$ cat src/pdc_pkg.sv
// Shared constants and types for the programmable divide counter pair.
// Assumes one system clock and one synchronous active-low reset.
package pdc_pkg;

   // ------------------------------------------------------------
   // Counter geometry
   // ------------------------------------------------------------
   localparam int          DIGIT_W   = 4;
   localparam logic [3:0]  HEX_TOP   = 4'hf;
   localparam logic [3:0]  DEC_TOP   = 4'h9;
   localparam logic [3:0]  DIGIT_MIN = 4'h0;

   // ------------------------------------------------------------
   // Select encoding {select_line_a, select_line_b}
   // ------------------------------------------------------------
   localparam logic [1:0]  SEL_PRESET = 2'h0;
   localparam logic [1:0]  SEL_UP     = 2'h1;
   localparam logic [1:0]  SEL_DOWN   = 2'h2;
   localparam logic [1:0]  SEL_HOLD   = 2'h3;

   // ------------------------------------------------------------
   // Divider methods and controller states
   // ------------------------------------------------------------
   typedef enum logic [1:0] {
      PDC_M_FEEDBACK = 2'b00,
      PDC_M_DECODE   = 2'b01,
      PDC_M_GOBBLE   = 2'b10
   } pdc_method_e;

   typedef enum logic [1:0] {
      PDC_ST_IDLE = 2'b00,
      PDC_ST_RUN  = 2'b01
   } pdc_state_e;

   // ------------------------------------------------------------
   // Register map (byte addresses) and fields
   // ------------------------------------------------------------
   localparam int          ADDR_W        = 4;
   localparam logic [3:0]  CTRL_OFF      = 4'h0;
   localparam logic [3:0]  DIVISOR_OFF   = 4'h4;
   localparam logic [3:0]  STATUS_OFF    = 4'h8;
   localparam logic [3:0]  PULSES_OFF    = 4'hc;
   localparam int          CTRL_RUN_BIT  = 0;
   localparam int          CTRL_METH_LSB = 1;
   localparam int          STAT_RUN_BIT  = 0;
   localparam int          STAT_BAD_BIT  = 1;
   localparam int          STAT_CNT_LSB  = 8;
   localparam logic [1:0]  RESP_OKAY     = 2'h0;
   localparam logic [1:0]  RESP_SLVERR   = 2'h2;
   localparam logic [31:0] CTRL_RESET    = 32'h0000_0000;
   localparam logic [31:0] DIVISOR_RESET = 32'h0000_0002;

endpackage

$ cat src/pdc_link_if.sv
// Link between the universal counter and its divider controller.
// Assumes the bench supplies aclk and aresetn to both ends.
`timescale 1ns/1ps
interface pdc_link_if #(
   parameter int STAGES = 1
) (
   input wire logic aclk,
   input wire logic aresetn
);
   logic                          select_line_a;
   logic                          select_line_b;
   logic                          carry_in_n;
   logic [4*STAGES-1:0]           preset_data;
   logic [4*STAGES-1:0]           count_q;
   logic                          carry_out_n;

   modport dev (
      input  aclk, aresetn, select_line_a, select_line_b, carry_in_n, preset_data,
      output count_q, carry_out_n
   );
   modport ctl (
      input  aclk, aresetn, count_q, carry_out_n,
      output select_line_a, select_line_b, carry_in_n, preset_data
   );
endinterface

$ cat src/pdc_divider_ctl.sv
// Divider controller driving the universal counter; AXI4-Lite registers.
// Assumes the counter end shares aclk and answers on the link combinationally.
//
// Our own choices: the placing of the registers and the AXI4-Lite register port.
`timescale 1ns/1ps
module pdc_divider_ctl #(
   parameter bit DECIMAL = 1'b0,
   parameter int STAGES  = 1
) (
   pdc_link_if.ctl                    link,
   input  wire logic [3:0]            s_axi_awaddr,
   input  wire logic                  s_axi_awvalid,
   output logic                       s_axi_awready,
   input  wire logic [31:0]           s_axi_wdata,
   input  wire logic [3:0]            s_axi_wstrb,
   input  wire logic                  s_axi_wvalid,
   output logic                       s_axi_wready,
   output logic [1:0]                 s_axi_bresp,
   output logic                       s_axi_bvalid,
   input  wire logic                  s_axi_bready,
   input  wire logic [3:0]            s_axi_araddr,
   input  wire logic                  s_axi_arvalid,
   output logic                       s_axi_arready,
   output logic [31:0]                s_axi_rdata,
   output logic [1:0]                 s_axi_rresp,
   output logic                       s_axi_rvalid,
   input  wire logic                  s_axi_rready,
   output logic                       divided_out
);

   localparam int         W   = 4 * STAGES;
   localparam logic [3:0] TOP = DECIMAL ? pdc_pkg::DEC_TOP : pdc_pkg::HEX_TOP;

   if (STAGES < 1 || STAGES > 2) begin : g_bad_stages
      $error("pdc_divider_ctl: STAGES must be 1 or 2");
   end

   // ------------------------------------------------------------
   // Registers
   // ------------------------------------------------------------
   logic [31:0]             ctrl_r;
   logic [31:0]             divisor_r;
   logic [31:0]             pulses_r;
   pdc_pkg::pdc_state_e     state_r;
   logic                    sel_a_r;
   logic                    sel_b_r;
   logic                    cin_n_r;
   logic [W-1:0]            preset_r;
   logic                    divided_r;

   wire  [W-1:0]            n_val  = divisor_r[W-1:0];
   wire  [1:0]              method = ctrl_r[pdc_pkg::CTRL_METH_LSB +: 2];
   wire  [1:0]              sel_now = {sel_a_r, sel_b_r};
   wire                     loading = (sel_now == pdc_pkg::SEL_PRESET);
   wire                     down    = (sel_now == pdc_pkg::SEL_DOWN);

   // ------------------------------------------------------------
   // Divisor range check
   // ------------------------------------------------------------
   function automatic logic divisor_ok(input logic [W-1:0] n, input logic [1:0] m);
      logic ok;
      ok = 1'b1;
      for (int i = 0; i < STAGES; i++) begin
         if (n[4*i +: 4] > TOP) begin
            ok = 1'b0;
         end
      end
      if (m == pdc_pkg::PDC_M_DECODE || m == pdc_pkg::PDC_M_GOBBLE) begin
         if (n < W'(2)) begin
            ok = 1'b0;
         end
         if (STAGES == 1 && n == W'(TOP) && m == pdc_pkg::PDC_M_DECODE) begin
            ok = ok;
         end
      end else if (m != pdc_pkg::PDC_M_FEEDBACK) begin
         ok = 1'b0;
      end
      return ok;
   endfunction

   wire bad_div = ~divisor_ok(n_val, method);

   // ------------------------------------------------------------
   // Run state
   // ------------------------------------------------------------
   always_ff @(posedge link.aclk) begin
      if (!link.aresetn) begin
         state_r <= pdc_pkg::PDC_ST_IDLE;
      end else begin
         case (state_r)
            pdc_pkg::PDC_ST_IDLE: begin
               if (ctrl_r[pdc_pkg::CTRL_RUN_BIT] && !bad_div) begin
                  state_r <= pdc_pkg::PDC_ST_RUN;
               end
            end
            default: begin
               if (!ctrl_r[pdc_pkg::CTRL_RUN_BIT] || bad_div) begin
                  state_r <= pdc_pkg::PDC_ST_IDLE;
               end
            end
         endcase
      end
   end

   // ------------------------------------------------------------
   // Counter steering: selects registered one edge ahead
   // ------------------------------------------------------------
   always_ff @(posedge link.aclk) begin
      if (!link.aresetn) begin
         sel_a_r <= 1'b0;
      end else if (state_r != pdc_pkg::PDC_ST_RUN) begin
         sel_a_r <= 1'b0;
      end else begin
         case (method)
            pdc_pkg::PDC_M_FEEDBACK: begin
               sel_a_r <= ~((down && link.count_q == W'(1)) ||
                            (loading && n_val == '0));
            end
            pdc_pkg::PDC_M_DECODE: begin
               sel_a_r <= ~(down && link.count_q == W'(2));
            end
            default: begin
               sel_a_r <= ~(down && link.count_q == W'(2));
            end
         endcase
      end
   end

   // Select b and carry-in sit at their clock-low levels
   always_ff @(posedge link.aclk) begin
      if (!link.aresetn) begin
         sel_b_r <= 1'b0;
         cin_n_r <= 1'b0;
      end else begin
         sel_b_r <= 1'b0;
         cin_n_r <= 1'b0;
      end
   end

   always_ff @(posedge link.aclk) begin
      if (!link.aresetn) begin
         preset_r <= '0;
      end else begin
         preset_r <= n_val;
      end
   end

   assign link.select_line_a = sel_a_r;
   assign link.select_line_b = sel_b_r;
   assign link.carry_in_n    = cin_n_r;
   assign link.preset_data   = preset_r;

   // ------------------------------------------------------------
   // Divided output and pulse tally
   // ------------------------------------------------------------
   always_ff @(posedge link.aclk) begin
      if (!link.aresetn) begin
         divided_r <= 1'b0;
      end else begin
         divided_r <= loading && state_r == pdc_pkg::PDC_ST_RUN;
      end
   end

   assign divided_out = divided_r;

   always_ff @(posedge link.aclk) begin
      if (!link.aresetn) begin
         pulses_r <= '0;
      end else if (loading && state_r == pdc_pkg::PDC_ST_RUN) begin
         pulses_r <= pulses_r + 32'h1;
      end
   end

   // ------------------------------------------------------------
   // AXI4-Lite write path
   // ------------------------------------------------------------
   logic       aw_have_r;
   logic       w_have_r;
   logic [3:0] aw_addr_r;
   logic [31:0] w_data_r;
   logic [3:0]  w_strb_r;

   function automatic logic [31:0] merge(input logic [31:0] old, input logic [31:0] nw,
                                         input logic [3:0] st);
      logic [31:0] r;
      r = old;
      for (int b = 0; b < 4; b++) begin
         if (st[b]) begin
            r[8*b +: 8] = nw[8*b +: 8];
         end
      end
      return r;
   endfunction

   wire do_write = aw_have_r && w_have_r && !s_axi_bvalid;

   always_ff @(posedge link.aclk) begin
      if (!link.aresetn) begin
         aw_have_r <= 1'b0;
         aw_addr_r <= '0;
      end else if (s_axi_awvalid && s_axi_awready) begin
         aw_have_r <= 1'b1;
         aw_addr_r <= s_axi_awaddr;
      end else if (do_write) begin
         aw_have_r <= 1'b0;
      end
   end

   always_ff @(posedge link.aclk) begin
      if (!link.aresetn) begin
         w_have_r <= 1'b0;
         w_data_r <= '0;
         w_strb_r <= '0;
      end else if (s_axi_wvalid && s_axi_wready) begin
         w_have_r <= 1'b1;
         w_data_r <= s_axi_wdata;
         w_strb_r <= s_axi_wstrb;
      end else if (do_write) begin
         w_have_r <= 1'b0;
      end
   end

   always_ff @(posedge link.aclk) begin
      if (!link.aresetn) begin
         s_axi_awready <= 1'b0;
         s_axi_wready  <= 1'b0;
      end else begin
         s_axi_awready <= !aw_have_r && !(s_axi_awvalid && s_axi_awready);
         s_axi_wready  <= !w_have_r && !(s_axi_wvalid && s_axi_wready);
      end
   end

   always_ff @(posedge link.aclk) begin
      if (!link.aresetn) begin
         ctrl_r    <= pdc_pkg::CTRL_RESET;
         divisor_r <= pdc_pkg::DIVISOR_RESET;
      end else if (do_write) begin
         if (aw_addr_r == pdc_pkg::CTRL_OFF) begin
            ctrl_r <= merge(ctrl_r, w_data_r, w_strb_r);
         end else if (aw_addr_r == pdc_pkg::DIVISOR_OFF) begin
            divisor_r <= merge(divisor_r, w_data_r, w_strb_r);
         end
      end
   end

   always_ff @(posedge link.aclk) begin
      if (!link.aresetn) begin
         s_axi_bvalid <= 1'b0;
         s_axi_bresp  <= pdc_pkg::RESP_OKAY;
      end else if (do_write) begin
         s_axi_bvalid <= 1'b1;
         if (aw_addr_r == pdc_pkg::CTRL_OFF || aw_addr_r == pdc_pkg::DIVISOR_OFF) begin
            s_axi_bresp <= pdc_pkg::RESP_OKAY;
         end else begin
            s_axi_bresp <= pdc_pkg::RESP_SLVERR;
         end
      end else if (s_axi_bready) begin
         s_axi_bvalid <= 1'b0;
      end
   end

   // ------------------------------------------------------------
   // AXI4-Lite read path
   // ------------------------------------------------------------
   logic [31:0] status_w;

   always_comb begin
      status_w = '0;
      status_w[pdc_pkg::STAT_RUN_BIT] = (state_r == pdc_pkg::PDC_ST_RUN);
      status_w[pdc_pkg::STAT_BAD_BIT] = bad_div;
      status_w[pdc_pkg::STAT_CNT_LSB +: W] = link.count_q;
   end

   always_ff @(posedge link.aclk) begin
      if (!link.aresetn) begin
         s_axi_arready <= 1'b0;
      end else begin
         s_axi_arready <= !s_axi_rvalid && !(s_axi_arvalid && s_axi_arready);
      end
   end

   always_ff @(posedge link.aclk) begin
      if (!link.aresetn) begin
         s_axi_rvalid <= 1'b0;
         s_axi_rdata  <= '0;
         s_axi_rresp  <= pdc_pkg::RESP_OKAY;
      end else if (s_axi_arvalid && s_axi_arready) begin
         s_axi_rvalid <= 1'b1;
         s_axi_rresp  <= pdc_pkg::RESP_OKAY;
         if (s_axi_araddr == pdc_pkg::CTRL_OFF) begin
            s_axi_rdata <= ctrl_r;
         end else if (s_axi_araddr == pdc_pkg::DIVISOR_OFF) begin
            s_axi_rdata <= divisor_r;
         end else if (s_axi_araddr == pdc_pkg::STATUS_OFF) begin
            s_axi_rdata <= status_w;
         end else if (s_axi_araddr == pdc_pkg::PULSES_OFF) begin
            s_axi_rdata <= pulses_r;
         end else begin
            s_axi_rdata <= '0;
            s_axi_rresp <= pdc_pkg::RESP_SLVERR;
         end
      end else if (s_axi_rready) begin
         s_axi_rvalid <= 1'b0;
      end
   end

endmodule

$ cat src/flat_wrapper.sv
// flat-port wrapper written by rule: the top's interface ports become plain ports
module pdc_divider_ctl_flat 
#(
   parameter bit DECIMAL = 1'b0,
   parameter int STAGES  = 1
)
  (s_axi_awaddr, s_axi_awvalid, s_axi_awready, s_axi_wdata, s_axi_wstrb, s_axi_wvalid, s_axi_wready, s_axi_bresp, s_axi_bvalid, s_axi_bready, s_axi_araddr, s_axi_arvalid, s_axi_arready, s_axi_rdata, s_axi_rresp, s_axi_rvalid, s_axi_rready, divided_out, aclk, aresetn, link_count_q, link_carry_out_n, link_select_line_a, link_select_line_b, link_carry_in_n, link_preset_data);
  pdc_link_if #(.STAGES(STAGES)) link_i (.aclk(aclk), .aresetn(aresetn));
  input  wire logic [3:0] s_axi_awaddr;
  input  wire logic s_axi_awvalid;
  output logic s_axi_awready;
  input  wire logic [31:0] s_axi_wdata;
  input  wire logic [3:0] s_axi_wstrb;
  input  wire logic s_axi_wvalid;
  output logic s_axi_wready;
  output logic [1:0] s_axi_bresp;
  output logic s_axi_bvalid;
  input  wire logic s_axi_bready;
  input  wire logic [3:0] s_axi_araddr;
  input  wire logic s_axi_arvalid;
  output logic s_axi_arready;
  output logic [31:0] s_axi_rdata;
  output logic [1:0] s_axi_rresp;
  output logic s_axi_rvalid;
  input  wire logic s_axi_rready;
  output logic divided_out;
  input wire logic aclk;
  input wire logic aresetn;
  input wire logic [$bits(link_i.count_q)-1:0] link_count_q;
  input wire logic [$bits(link_i.carry_out_n)-1:0] link_carry_out_n;
  output wire logic [$bits(link_i.select_line_a)-1:0] link_select_line_a;
  output wire logic [$bits(link_i.select_line_b)-1:0] link_select_line_b;
  output wire logic [$bits(link_i.carry_in_n)-1:0] link_carry_in_n;
  output wire logic [$bits(link_i.preset_data)-1:0] link_preset_data;
  assign link_i.count_q = link_count_q;
  assign link_i.carry_out_n = link_carry_out_n;
  assign link_select_line_a = link_i.select_line_a;
  assign link_select_line_b = link_i.select_line_b;
  assign link_carry_in_n = link_i.carry_in_n;
  assign link_preset_data = link_i.preset_data;
  pdc_divider_ctl #(.DECIMAL(DECIMAL), .STAGES(STAGES)) u_core (.link(link_i), .s_axi_awaddr(s_axi_awaddr), .s_axi_awvalid(s_axi_awvalid), .s_axi_awready(s_axi_awready), .s_axi_wdata(s_axi_wdata), .s_axi_wstrb(s_axi_wstrb), .s_axi_wvalid(s_axi_wvalid), .s_axi_wready(s_axi_wready), .s_axi_bresp(s_axi_bresp), .s_axi_bvalid(s_axi_bvalid), .s_axi_bready(s_axi_bready), .s_axi_araddr(s_axi_araddr), .s_axi_arvalid(s_axi_arvalid), .s_axi_arready(s_axi_arready), .s_axi_rdata(s_axi_rdata), .s_axi_rresp(s_axi_rresp), .s_axi_rvalid(s_axi_rvalid), .s_axi_rready(s_axi_rready), .divided_out(divided_out));
endmodule
$ cat config.mk
export PLATFORM = sky130hd
export DESIGN_NAME = pdc_divider_ctl_flat
export DESIGN_NICKNAME = d
export VERILOG_FILES = /design/src/pdc_pkg.sv /design/src/pdc_link_if.sv /design/src/pdc_divider_ctl.sv /design/src/flat_wrapper.sv
export SDC_FILE = /design/constraint.sdc
export NUM_CORES = 1
export LEC_CHECK = 0
export BUFFER_PORTS_ARGS = -buffer_cell sky130_fd_sc_hd__clkbuf_2
export CORE_MARGIN = 8
export CORE_UTILIZATION = 30
export DETAILED_ROUTE_END_ITERATION = 8
export HOLD_SLACK_MARGIN = 0.08
export PLACE_DENSITY = 0.52
export SLEW_MARGIN = 20
export SYNTH_ARGS = -nofsm -noshare
export SYNTH_HDL_FRONTEND = slang
export SYNTH_SLANG_ARGS = --single-unit
$ cat constraint.sdc
create_clock -name aclk -period 3.34 [get_ports aclk]
set_input_delay 0.668 -clock aclk [delete_from_list [all_inputs] [get_ports aclk]]
set_output_delay 0.668 -clock aclk [all_outputs]
set_load 0.05 [all_outputs]
==> results.sh <==
export IMPL_syn_inst=821
export IMPL_rsz0062_at_grt="no"
export IMPL_setup_violations_final=0
export IMPL_cts_root_buf="clkbuf_16"
export IMPL_worstSetupPathType="flop to flop"
export IMPL_endpoint_kind="flop"
export IMPL_grt_pass1_wl_um=31890
export IMPL_viasPerCell=4.844
export IMPL_vias=5997
export IMPL_clk_pin_slew_ns=0.07
export IMPL_required_ns=3.70
export IMPL_synthFlopType="dfxtp_1"
export IMPL_syn2layout_area_growth_pct=17.74
export IMPL_htree_levels=4
export IMPL_clk_latency_ns=0.43
export IMPL_drive_gt1_frac=0.1773
export IMPL_r2r_end="u_core.pulses_r[31]"
export IMPL_synth_ff_latch_count=184
export IMPL_max_stage_delay_ns=0.63
export IMPL_arrival_ns=2.54
export IMPL_port_buffers=99
export IMPL_cp_num_cells=4
export IMPL_ios=105
export IMPL_vdd_drop_max_uv=258.4
export IMPL_wire_per_inst_um=15.91
export IMPL_die_area_um2=30540
export IMPL_hold_buffers=0
export IMPL_whs_ns=0.4532
export IMPL_hold_violations=0
export IMPL_cts_resized_gates=0
export IMPL_post_dp_hpwl_um=13450
export IMPL_p_per_area_nw_per_um2=501.9
export IMPL_n_antenna_cell=0
export IMPL_worst_path_buf_inv=0
export IMPL_maxSlewHeadroom=0.5054
export IMPL_fin_skew_ns=0.01374
export IMPL_num_rows=58
export IMPL_ant_nets=0
export IMPL_hold_depth=1
export IMPL_cpMaxStageDelayCell="or4_1"
export IMPL_tns_ns=0
export IMPL_nFillCells=2672
export IMPL_grt_usage=0.1283
export IMPL_cts_made_buffers=17
export IMPL_grt_overflow_total=0
export IMPL_grt_pass1_vias=5956
export IMPL_die_h_um=174.8
export IMPL_crit_chain="and4b_1 -> nand4_2 -> or4_1 -> a21oi_1"
export IMPL_r2r_cells=4
export IMPL_status="finished, final reports clean"
export IMPL_final_nets=953
export IMPL_slew_violations=0
export IMPL_timing_rr_start="u_core.link.select_line_a"
export IMPL_cp_top_family="simple AND/OR/NAND/NOR gates"
export IMPL_seq_area_frac_synth=0.4871
export IMPL_cts_buffer_depth=2
export IMPL_startpoint_type="flop"
export IMPL_dr_pass1_iters=4
export IMPL_wl_um=19700
export IMPL_netlist_area_um2=7562
export IMPL_tightest_slew_ns=0.7352
export IMPL_finalWeightedCongestion=0.7788
export IMPL_fin_crit_ns=2.182
export IMPL_grt_max_degree=56
export IMPL_coreArea_um2=24960
export IMPL_cp_max_fo=23
export IMPL_cap_violations=0
export IMPL_drc_errors=0
export IMPL_hp_class="flop to flop"
export IMPL_yosys_cell_types_count=47
export IMPL_cts_setup_buffers=0
export IMPL_timing_fmax_ghz=0.4583
export IMPL_period_share=0.6533
export IMPL_drt_iter0_markers=296
export IMPL_min_to="u_core.s_axi_arready"
export IMPL_synth_edf_count=0
export IMPL_ys_warn_count=0
export IMPL_avgSynthCellArea_um2=9.211
export IMPL_async_reset_ff_frac=0
export IMPL_die_w_um=174.8
export IMPL_cts_tree="done"
export IMPL_cts_sinks=184
export IMPL_rrSetupSlack_ns=1.16
export IMPL_initial_core_util=0.3029
export IMPL_antenna_found_initial=0
export IMPL_leakage_uw=0.003803
export IMPL_hp_start="u_core.s_axi_rvalid"
==> worst max-delay path by stage <==
stage | slack, ns | endpoint | startpoint
global route | 0.98 | u_core.pulses_r[27] | u_core.link.select_line_a
global placement | 0.85 | u_core.s_axi_rdata[8] | s_axi_araddr[2]
finish | 1.16 | u_core.pulses_r[31] | u_core.link.select_line_a
detailed placement | 0.82 | u_core.s_axi_rdata[0] | s_axi_araddr[2]
CTS | 1.13 | u_core.pulses_r[31] | u_core.link.select_line_a
floorplan | 1.39 | u_core.s_axi_rdata[12] | u_core.s_axi_arready
==> registers in the layout, summed over array words and instances (netlist names), 4 cells and up <==
signal and flops:
u_core.ctrl_r 32, u_core.divisor_r 32, u_core.pulses_r 32, u_core.s_axi_rdata 32
u_core.w_data_r 32, u_core.aw_addr_r 4, u_core.link.preset_data 4, u_core.w_strb_r 4
==> metal layers <==
metal	GRT usage	wire, um	vias to the layer above	part of all wire
li1	-	-	3054	-
met1	0.1654	9499	2843	0.48
met2	0.2069	9142	90	0.46
met3	0.03410	873	10	0.044
met4	0.03815	183	0	0.0093
met5	0	0	-	0
==> cell usage after synthesis (6+ instances only) <==
cell type,n,share of area
a21oi_1,68,0.045
a22oi_1,26,0.026
and2_1,12,0.0099
buf_1,7,0.0035
buf_2,12,0.0079
clkbuf_1,35,0.017
dfxtp_1,184,0.49
inv_1,8,0.0040
mux2i_1,92,0.12
nand2_1,90,0.045
nand3_1,16,0.011
nand4_1,6,0.0050
nor2_1,110,0.055
o21ai_0,19,0.013
o2bb2ai_1,26,0.030
o31ai_1,13,0.013
or3_1,9,0.0074
or4_1,13,0.013
xor2_1,7,0.0081
==> layout make-up <==
cell class,instances,area (um^2),area share
tap,330,412.9,0.04637
clock inverter,13,112.6,0.01265
timing repair buffer,113,625.6,0.07026
sequential,184,3684,0.4137
multi-input combinational,570,3590,0.4032
clock buffer,19,442.9,0.04975
inverter,9,36.28,0.004075
==> worst register-to-register path, cell delays in order (launching register included) <==
cell and delay [ns]:
dfxtp_1 0.35, and4b_1 0.48, nand4_2 0.50, or4_1 0.64, a21oi_1 0.15
==> layout by cell type (no fill, tap or decap), drive strengths merged, types with 2 or more instances in the layout <==
master / instances
xnor2: 2
a22o: 5
inv: 16
nor3: 6
nand2b: 3
a21oi: 68
or3: 9
or4: 13
o2bb2ai: 26
nand3: 16
nor2b: 2
nand2: 90
ha: 2
nand4: 13
o21ai: 19
buf: 14
mux2i: 92
conb: 4
xor2: 7
clkinvlp: 2
mux2: 5
and2: 12
a221oi: 5
clkbuf: 118
and4: 5
nand4b: 4
dfxtp: 184
nor2: 110
and3: 4
clkinv: 4
o31ai: 13
nor4: 2
a22oi: 26
==> report_power, final <==
group | switching (uW) | total, uW | internal (uW)
registers | 28.0 | 2260 | 2230
clock network | 933 | 1930 | 998
logic | 198 | 282 | 83.4
total | 1160 | 4470 | 3310
==> per-stage QoR <==
stage               setup slack [ns]    util  power, uW  cells  cell area [um^2]
finish                         1.158  0.3567       4468   1238              8904
global route                  0.9830  0.3567       4632   1238              8904
CTS                            1.126  0.3567       4525   1238              8904
detailed placement            0.8224  0.3344       2593   1206              8348
global placement              0.8478  0.3344       2592   1206              8348
floorplan                      1.394       -       2487    824              7574
==> kinds of logic after synthesis <==
| logic type | share of synthesized area |
|---|---|
| simple gates | 0.1870 |
| flops | 0.4871 |
| compound gates | 0.1421 |
| mux | 0.1292 |
| buf+inv | 0.04037 |
| xor+xnor | 0.01042 |
| fa+ha+maj | 0.003309 |
| other cells | 0.0004959 |
(Power assumes the default switching activity.)
